<file path="src/verilog/bsp_pkg.sv">
// constants shared by the bus-shared port pair
package bsp_pkg;
	localparam int          BSP_AW                 = 16;
	localparam logic [15:0] BSP_DATA_DIR_ADDR      = 16'hFEBD;
	localparam logic [15:0] BSP_CTL_DIR_ADDR       = 16'hFEBE;
	localparam logic [15:0] BSP_DATA_PIN_ADDR      = 16'hFF5D;
	localparam logic [15:0] BSP_CTL_PIN_ADDR       = 16'hFF5E;
	localparam logic [15:0] BSP_DATA_LATCH_ADDR    = 16'hFF6D;
	localparam logic [15:0] BSP_CTL_LATCH_ADDR     = 16'hFF6E;
	localparam logic [15:0] BSP_PULLUP_ADDR        = 16'hFF74;
	localparam logic [15:0] BSP_STBY_CTRL_ADDR     = 16'hFF80;
	localparam logic [7:0]  BSP_ZERO_RST           = 8'h00;
	localparam logic [7:0]  BSP_CTL_DIR_RST_EXT    = 8'h80;
	localparam logic [7:0]  BSP_CTL_DIR_RST_SINGLE = 8'h00;
	localparam logic [7:0]  BSP_UNDEF_READ         = 8'hFF;
	localparam int          BSP_CLK_OUT_BIT        = 7;
	localparam int          BSP_STBY_HOLD_BIT      = 0;
	localparam logic        BSP_STBY_HOLD_RST      = 1'b1;
endpackage : bsp_pkg

</file>
<file path="src/verilog/bsp_pin_sync.sv">
// three-stage pin synchroniser, change accepted when stages two and three agree
`timescale 1ns/10ps
module bsp_pin_sync #(
	parameter int W = 8
) (
	input  wire logic         clk,
	input  wire logic         reset_n,
	input  wire logic [W-1:0] pin_in,
	output logic      [W-1:0] pin_sync
);
	logic [W-1:0] s1_q, s2_q, s3_q, out_q, out_d;

	always_comb begin
		out_d = out_q;
		for (int i = 0; i < W; i++) begin
			if (s2_q[i] == s3_q[i]) begin
				out_d[i] = s3_q[i];
			end
		end
	end

	always_ff @(posedge clk or negedge reset_n) begin
		if (!reset_n) begin
			s1_q  <= '0;
			s2_q  <= '0;
			s3_q  <= '0;
			out_q <= '0;
		end else begin
			s1_q  <= pin_in;
			s2_q  <= s1_q;
			s3_q  <= s2_q;
			out_q <= out_d;
		end
	end

	assign pin_sync = out_q;
endmodule : bsp_pin_sync

</file>
<file path="src/verilog/bsp_pin_mux.sv">
// combinational pin-function decode for both ports
`timescale 1ns/10ps
module bsp_pin_mux
	import bsp_pkg::*;
(
	input  wire logic       ext_bus_mode,
	input  wire logic       bus16_sel,
	input  wire logic [2:0] bus_ctl_claim,
	input  wire logic [7:0] data_dir,
	input  wire logic [7:0] pullup_en,
	input  wire logic [7:0] ctl_dir,
	output logic      [7:0] data_gpio_oe,
	output logic      [7:0] data_pullup,
	output logic            data_bus_owned,
	output logic      [7:0] ctl_gpio_oe,
	output logic      [7:0] ctl_bus_owned,
	output logic            clk_out_sel
);
	always_comb begin
		data_bus_owned = ext_bus_mode & bus16_sel;               // [RL5]
		data_gpio_oe   = data_bus_owned ? 8'h00 : data_dir;      // [RL4] [RL6]
		data_pullup    = data_bus_owned ? 8'h00 : (pullup_en & ~data_dir); // [RL1] [RL3]
		clk_out_sel    = ctl_dir[BSP_CLK_OUT_BIT];               // [RL9] [RL12]
		if (ext_bus_mode) begin
			ctl_bus_owned = {1'b0, 4'hF, bus_ctl_claim};     // [RL10] [RL11]
		end else begin
			ctl_bus_owned = 8'h00;                           // [RL12]
		end
		ctl_gpio_oe = ctl_dir & ~ctl_bus_owned & 8'h7F;          // [RL11] [RL12]
	end
endmodule : bsp_pin_mux

</file>
<file path="src/verilog/bsp_ports.sv">
// bus-shared data-byte and bus-control i/o ports with register bank
// Summary of operation
// RL1 - pull-up on when enable set and input
// RL2 - pull-up register read/write, cleared only at power-on; the code also clears it in hardware standby
// RL3 - 16-bit external bus forces pull-ups off
// RL4 - 8-bit external bus: data pins general i/o
// RL5 - 16-bit bus: data pins owned by bus
// RL6 - single-chip modes: data pins per-bit i/o
// RL7 - control direction write-only, reads undefined
// RL8 - control direction resets 0x80 or 0x00 by mode
// RL9 - external modes: pin 7 clock or input
// RL10 - external modes: pins 6-3 always strobes
// RL11 - pins 2-0 bus-claimed or general i/o
// RL12 - single-chip modes: control pins per-bit, pin 7 clock
// RL13 - control output latch read/write, cleared at power-on
// RL14 - standby holds or floats bus control outputs
// RL15 - control pin read: latch if output, else pin
// RL16 - data pin read: latch if output, else pin
// RL17 - data direction write-only, cleared at power-on
// RL18 - mode, width, claims are static decode inputs
//
// Our own choice: strobed register access.
`timescale 1ns/10ps
module bsp_ports
	import bsp_pkg::*;
(
	input  wire logic              clk,
	input  wire logic              reset_n,
	input  wire logic              hw_standby,
	input  wire logic              sw_standby,
	input  wire logic [2:0]        op_mode,
	input  wire logic              bus16_sel,
	input  wire logic [2:0]        bus_ctl_claim,
	input  wire logic [BSP_AW-1:0] reg_addr,
	input  wire logic [7:0]        reg_wdata,
	input  wire logic              reg_wr,
	input  wire logic              reg_rd,
	output logic      [7:0]        reg_rdata,
	input  wire logic [7:0]        data_pin_in,
	output logic      [7:0]        data_pin_out,
	output logic      [7:0]        data_pin_oe,
	output logic      [7:0]        data_pullup_on,
	input  wire logic [7:0]        bus_data_out,
	input  wire logic              bus_data_drive,
	output logic      [7:0]        bus_data_in,
	input  wire logic [7:0]        ctl_pin_in,
	output logic      [7:0]        ctl_pin_out,
	output logic      [7:0]        ctl_pin_oe,
	input  wire logic              address_strobe,
	input  wire logic              read_strobe,
	input  wire logic              high_write_strobe,
	input  wire logic              low_write_strobe,
	input  wire logic [2:0]        bus_ctl_out,
	input  wire logic [2:0]        bus_ctl_oe,
	output logic      [2:0]        bus_ctl_in,
	input  wire logic              sys_clk_level
);
	// external-bus modes 1,2,4,5,6; single-chip modes 3,7
	function automatic logic is_ext_mode(input logic [2:0] m);
		return (m == 3'h1) || (m == 3'h2) || (m == 3'h4) || (m == 3'h5) || (m == 3'h6);
	endfunction : is_ext_mode

	logic       ext_mode;
	logic [7:0] data_dir_q, data_dir_d;
	logic [7:0] data_latch_q, data_latch_d;
	logic [7:0] pullup_q, pullup_d;
	logic [7:0] ctl_dir_q, ctl_dir_d;
	logic [7:0] ctl_latch_q, ctl_latch_d;
	logic       stby_hold_q, stby_hold_d;
	logic [7:0] rdata_q, rdata_d;
	logic       init_done_q, init_done_d;
	logic [7:0] data_sync, ctl_sync;
	logic [7:0] data_gpio_oe, data_pullup, ctl_gpio_oe, ctl_bus_owned;
	logic       data_bus_owned, clk_out_sel;
	logic [7:0] ctl_drive_oe, ctl_drive_val;
	logic [7:0] ctl_hold_q, ctl_hold_d;
	logic [7:0] ctl_hold_oe_q, ctl_hold_oe_d;
	logic       sw_stby_q;

	assign ext_mode = is_ext_mode(op_mode); // [RL18]

	bsp_pin_sync #(.W(8)) u_data_sync (
		.clk      (clk),
		.reset_n  (reset_n),
		.pin_in   (data_pin_in),
		.pin_sync (data_sync)
	);

	bsp_pin_sync #(.W(8)) u_ctl_sync (
		.clk      (clk),
		.reset_n  (reset_n),
		.pin_in   (ctl_pin_in),
		.pin_sync (ctl_sync)
	);

	bsp_pin_mux u_mux (
		.ext_bus_mode   (ext_mode),
		.bus16_sel      (bus16_sel),
		.bus_ctl_claim  (bus_ctl_claim),
		.data_dir       (data_dir_q),
		.pullup_en      (pullup_q),
		.ctl_dir        (ctl_dir_q),
		.data_gpio_oe   (data_gpio_oe),
		.data_pullup    (data_pullup),
		.data_bus_owned (data_bus_owned),
		.ctl_gpio_oe    (ctl_gpio_oe),
		.ctl_bus_owned  (ctl_bus_owned),
		.clk_out_sel    (clk_out_sel)
	);

	// register writes; hw standby reinitialises like power-on
	always_comb begin
		data_dir_d   = data_dir_q;
		data_latch_d = data_latch_q;
		pullup_d     = pullup_q;
		ctl_dir_d    = ctl_dir_q;
		ctl_latch_d  = ctl_latch_q;
		stby_hold_d  = stby_hold_q;
		init_done_d  = 1'b1;
		if (hw_standby || !init_done_q) begin
			data_dir_d   = BSP_ZERO_RST;                                            // [RL17]
			data_latch_d = BSP_ZERO_RST;
			pullup_d     = BSP_ZERO_RST;                                            // [RL2]
			ctl_dir_d    = ext_mode ? BSP_CTL_DIR_RST_EXT : BSP_CTL_DIR_RST_SINGLE; // [RL8]
			ctl_latch_d  = BSP_ZERO_RST;                                            // [RL13]
			stby_hold_d  = BSP_STBY_HOLD_RST;
		end else if (reg_wr) begin
			if (reg_addr == BSP_DATA_DIR_ADDR) begin
				data_dir_d = reg_wdata;          // [RL17]
			end else if (reg_addr == BSP_DATA_LATCH_ADDR) begin
				data_latch_d = reg_wdata;
			end else if (reg_addr == BSP_PULLUP_ADDR) begin
				pullup_d = reg_wdata;            // [RL2]
			end else if (reg_addr == BSP_CTL_DIR_ADDR) begin
				ctl_dir_d = reg_wdata;           // [RL7]
			end else if (reg_addr == BSP_CTL_LATCH_ADDR) begin
				ctl_latch_d = reg_wdata;         // [RL13]
			end else if (reg_addr == BSP_STBY_CTRL_ADDR) begin
				stby_hold_d = reg_wdata[BSP_STBY_HOLD_BIT];
			end
		end
	end

	// read data stands one cycle after the strobe, zero otherwise
	always_comb begin
		rdata_d = 8'h00;
		if (reg_rd) begin
			if (reg_addr == BSP_DATA_DIR_ADDR || reg_addr == BSP_CTL_DIR_ADDR) begin
				rdata_d = BSP_UNDEF_READ;                                                // [RL7] [RL17]
			end else if (reg_addr == BSP_DATA_PIN_ADDR) begin
				rdata_d = (data_dir_q & data_latch_q) | (~data_dir_q & data_sync);     // [RL16]
			end else if (reg_addr == BSP_CTL_PIN_ADDR) begin
				rdata_d = (ctl_dir_q & ctl_latch_q) | (~ctl_dir_q & ctl_sync);         // [RL15]
			end else if (reg_addr == BSP_DATA_LATCH_ADDR) begin
				rdata_d = data_latch_q;
			end else if (reg_addr == BSP_CTL_LATCH_ADDR) begin
				rdata_d = ctl_latch_q;                                                 // [RL13]
			end else if (reg_addr == BSP_PULLUP_ADDR) begin
				rdata_d = pullup_q;                                                    // [RL2]
			end else if (reg_addr == BSP_STBY_CTRL_ADDR) begin
				rdata_d = {7'h00, stby_hold_q};
			end
		end
	end

	// live control-port drive before the standby override
	always_comb begin
		ctl_drive_oe  = ctl_gpio_oe | ctl_bus_owned;
		ctl_drive_val = ctl_latch_q;
		if (ext_mode) begin
			ctl_drive_oe[2:0] = (ctl_gpio_oe[2:0] & ~bus_ctl_claim) | (bus_ctl_oe & bus_ctl_claim); // [RL11]
			ctl_drive_val[6:0] = {address_strobe, read_strobe, high_write_strobe, low_write_strobe,
				(bus_ctl_claim & bus_ctl_out) | (~bus_ctl_claim & ctl_latch_q[2:0])};       // [RL10] [RL11]
		end
		ctl_drive_oe[BSP_CLK_OUT_BIT]  = clk_out_sel;   // [RL9] [RL12]
		ctl_drive_val[BSP_CLK_OUT_BIT] = sys_clk_level;
		// snapshot tracks live drive until standby freezes it
		ctl_hold_d    = sw_stby_q ? ctl_hold_q : ctl_drive_val;
		ctl_hold_oe_d = sw_stby_q ? ctl_hold_oe_q : ctl_drive_oe;
	end

	// power-on reset is the only asynchronous clear; manual reset never reaches here
	always_ff @(posedge clk or negedge reset_n) begin
		if (!reset_n) begin
			data_dir_q    <= BSP_ZERO_RST;
			data_latch_q  <= BSP_ZERO_RST;
			pullup_q      <= BSP_ZERO_RST;
			ctl_dir_q     <= BSP_ZERO_RST;
			ctl_latch_q   <= BSP_ZERO_RST;
			stby_hold_q   <= BSP_STBY_HOLD_RST;
			rdata_q       <= 8'h00;
			init_done_q   <= 1'b0;
			ctl_hold_q    <= 8'h00;
			ctl_hold_oe_q <= 8'h00;
			sw_stby_q     <= 1'b0;
		end else begin
			data_dir_q    <= data_dir_d;
			data_latch_q  <= data_latch_d;
			pullup_q      <= pullup_d;
			ctl_dir_q     <= ctl_dir_d;
			ctl_latch_q   <= ctl_latch_d;
			stby_hold_q   <= stby_hold_d;
			rdata_q       <= rdata_d;
			init_done_q   <= init_done_d;
			ctl_hold_q    <= ctl_hold_d;
			ctl_hold_oe_q <= ctl_hold_oe_d;
			sw_stby_q     <= sw_standby;
		end
	end

	assign reg_rdata = rdata_q;

	// data-byte port: gpio or external bus upper byte
	// hardware standby floats the pins at once, before the registers reinitialise
	assign data_pin_oe    = hw_standby ? 8'h00 : (data_bus_owned ? {8{bus_data_drive}} : data_gpio_oe); // [RL4] [RL5] [RL6]
	assign data_pin_out   = data_bus_owned ? bus_data_out : data_latch_q;        // [RL5]
	assign data_pullup_on = hw_standby ? 8'h00 : data_pullup;                    // [RL1] [RL3]
	assign bus_data_in    = data_sync;
	assign bus_ctl_in     = ctl_sync[2:0];

	// standby: bus-control pins hold snapshot or float; gpio pins keep latch
	always_comb begin
		ctl_pin_out = ctl_drive_val;
		ctl_pin_oe  = ctl_drive_oe;
		if (sw_stby_q && ext_mode) begin
			ctl_pin_out[6:3] = ctl_hold_q[6:3];                                   // [RL14]
			ctl_pin_oe[6:3]  = stby_hold_q ? ctl_hold_oe_q[6:3] : 4'h0;           // [RL14]
			ctl_pin_out[2:0] = (bus_ctl_claim & ctl_hold_q[2:0]) | (~bus_ctl_claim & ctl_drive_val[2:0]);
			ctl_pin_oe[2:0]  = (bus_ctl_claim & (stby_hold_q ? ctl_hold_oe_q[2:0] : 3'h0))
				| (~bus_ctl_claim & ctl_drive_oe[2:0]);                               // [RL14]
		end
		if (hw_standby) begin
			ctl_pin_oe = 8'h00;
		end
	end
endmodule : bsp_ports

</file>
<file path="config.mk">
export PLATFORM = sky130hd
export DESIGN_NAME = bsp_ports
export DESIGN_NICKNAME = d
export VERILOG_FILES = /design/src/verilog/bsp_pkg.sv /design/src/verilog/bsp_pin_sync.sv /design/src/verilog/bsp_pin_mux.sv /design/src/verilog/bsp_ports.sv
export SDC_FILE = /design/constraint.sdc
export NUM_CORES = 1
export LEC_CHECK = 0
export BUFFER_PORTS_ARGS = -buffer_cell sky130_fd_sc_hd__buf_2
export CORE_ASPECT_RATIO = 0.8
export CORE_MARGIN = 4
export CORE_UTILIZATION = 49
export DETAILED_ROUTE_END_ITERATION = 16
export PLACE_DENSITY = 0.79
export SKIP_CTS_REPAIR_TIMING = 1
export SLEW_MARGIN = 20
export SYNTH_ARGS = -nofsm -noshare
export SYNTH_HDL_FRONTEND = slang
export SYNTH_SLANG_ARGS = --single-unit
</file>
<file path="constraint.sdc">
create_clock -name clk -period 1.58 [get_ports clk]
set_input_delay 0.079 -clock clk [delete_from_list [all_inputs] [get_ports clk]]
set_output_delay 0.079 -clock clk [all_outputs]
set_load 0.02 [all_outputs]
</file>
==> impl_metrics.py <==
metrics = {
    "run_status": {
        "status": "finished with violations",
        "failed_checks": "setup timing",
    },
    "routing": {
        "drtAntennaViolNets": 0,
        "viasPerCell": 5.55,
        "highest-signal-layer": "met4",
        "wl_per_cell_um": 18.4,
        "drt_iter0_drc": 292,
        "drt-pass1-iter-count": 5,
        "num_vias": 4679,
        "wl_met2_um": 7160,
        "wl_met3_um": 1100,
        "wl_um": 15500,
        "drc_errors": 0,
        "wl_met1_um": 7060,
    },
    "setup_path": {
        "arrival_ns": 1.53,
        "startpoint_type": "flop",
        "critPathBufInv": 2,
        "cp_data_required_time_ns": 1.50,
        "path_max_fanout": 9,
        "max_stage_delay_ns": 0.42,
        "endpoint_kind": "output port",
        "worstPathCellList": "buf_8, nor2b_1, a311oi_1, nor3_2, buf_4",
        "crit_type": "reg -> out",
        "crit_slowest_cell": "dfrtp_2",
        "cp_top_family": "flip-flops",
    },
    "placed_design": {
        "post-dp-hpwl_um": 11200,
        "portBuffers": 129,
        "gp_congestion": 0.899,
        "dpl-instance-area_um2": 6740,
    },
    "synthesis": {
        "synthesis.area_um2": 5670,
        "ys_seq_area_frac": 0.570,
        "avgSynthCellArea_um2": 11.2,
        "syn_nets": 578,
        "synth-seq-cells": 129,
        "postSynthCellCount": 505,
        "ys_async_sr_fraction": 1.00,
        "synth_warnings": 0,
        "ys_types": 39,
        "synth_edf_count": 0,
        "synth_ff_type": "dfrtp_1",
    },
    "final_layout": {
        "area_delta_synth_final_pct": 36.7,
        "drive_above_1_share": 0.358,
        "diodes": 0,
        "design_area_um2": 7750,
        "most-common-layout-cells": "127 x dfrtp_1, 117 x buf_2, 58 x nor2_1, 57 x mux2i_1, 43 x buf_4",
        "fin_nets": 759,
        "final_common_cell": "dfrtp_1",
    },
    "cts": {
        "cts_root_buffer": "clkbuf_16",
        "h-tree-depth": 4,
        "insertion_delay_ns": 0.41,
        "clkSlewWorstSetupHoldPaths_ns": 0.06,
        "cts_buffers": 17,
        "clk_path_buf_depth": 2,
        "cts_sinks": 129,
        "cts_tree": "done",
    },
    "power_and_ir_drop": {
        "peakVddDrop_mv": 0.970,
        "power.leakage_nw": 3.84,
        "power_density_nw_per_um2": 1060,
        "power_mw": 8.18,
    },
    "floorplanning": {
        "num_rows": 34,
        "die_y_um": 104,
        "coreArea_um2": 11100,
        "die_w_um": 128,
        "dieArea_um2": 13400,
        "boundaryPins": 132,
        "start_util": 0.511,
    },
    "timing": {
        "drv_slew": 0,
        "fin_worst_skew_ns": 0.00607,
        "hold_violations": 0,
        "rsz0062_at_grt": "yes",
        "setup_viol": 3,
        "slew_headroom": 0.510,
        "setup_ws_ns": -0.0241,
        "fin_crit_sh": 1.02,
        "post-route-min-period_ns": 1.60,
        "tightest_slew_ns": 0.730,
        "fmax_ghz": 0.623,
    },
    "global_route": {
        "grt_pass1_wl_um": 24000,
        "grt_overflow_total": 0,
        "antenna_found_initial": 0,
        "grt_use_total": 0.229,
        "grt_max_degree": 52,
        "grt_pass1_vias": 4674,
    },
    "worst_hold_path": {
        "hold_path.class": "in -> reg",
    },
    "flow_run": {
        "drv_cap": 0,
    },
}
==> per-layer routing <==
metal / up-vias / track usage
met5: - / 0
met4: 0 / 0.0644
met3: 18 / 0.0606
met2: 185 / 0.335
met1: 2300 / 0.336
li1: 2176 / -
==> cell families after synthesis <==
group	share of synthesized area
muxes	0.140
other	0.000661
buffers and inverters	0.0282
adders and majority gates	0.0282
DFF	0.570
AOI/OAI and AO/OA	0.0827
and+or+nand+nor	0.150
==> stage by stage <==
stage	TNS (ns)	hold WS, ns	instances	util	worst slack (ns)
floorplan	-0.0300	-0.217	505	-	-0.0300
global placement	-0.501	0.0552	786	0.607	-0.211
detailed placement	-1.38	0.0599	786	0.607	-0.226
CTS	-0.718	-0.375	818	0.658	-0.139
global route	-0.480	0.0145	843	0.698	-0.101
finish	-0.0398	0.00378	843	0.698	-0.0241
==> cells in the mapped netlist (6+ instances only) <==
cell        n  share of area
mux2_2     20          0.040
mux2i_1    57           0.10
nor3b_1     6         0.0079
maj3_1     16          0.028
nand3_1     7         0.0062
nand2b_1    8         0.0088
clkbuf_1   20          0.013
and3_1      7         0.0077
o21ai_0    16          0.014
nor3_1     26          0.023
nor2_1     58          0.038
nand2_1    22          0.015
nor2b_1     8         0.0088
a221oi_1    6         0.0093
inv_1       8         0.0053
dfrtp_1   128           0.56
a21oi_1    37          0.033
nand4_1     7         0.0077
==> path summary, 6_finish.rpt <==
check	from	endpoint	slack, ns	cells past startpoint
max	sw_stby_q	ctl_pin_oe[2]	-0.02	5
min	bus_ctl_oe[2]	ctl_hold_oe_q[2]	0.004	3
max reg2reg	stby_hold_q	reg_rdata[0]	0.08	4
min reg2reg	u_ctl_sync.s1_q[4]	u_ctl_sync.s2_q[4]	0.35	0
max in group asynchronous	reset_n	reg_rdata[0]	0.81	3
min in group asynchronous	reset_n	u_ctl_sync.pin_sync[0]	0.19	2
==> power breakdown <==
part	total (mW)	internal, mW	switching [mW]
logic	0.894	0.394	0.500
registers	3.53	3.45	0.0881
clock network	3.75	2.32	1.44
==> layout make-up <==
class,count,area (um2)
inverter,8,30.0
sequential,129,3230
clock buffer,19,433
timing repair buffer,192,1320
clock inverter,13,139
tap,144,180
fill,817,3350
multi-input combinational,338,2420
==> worst reg2reg max path, delay by kind of cell (launching register included) <==
| kind | cells | cell delay [ns] |
|---|---|---|
| flops | 1 | 0.55 |
| buf+inv | 1 | 0.05 |
| compound gates | 1 | 0.08 |
| simple gates | 2 | 0.74 |
(Power assumes the default switching activity.)
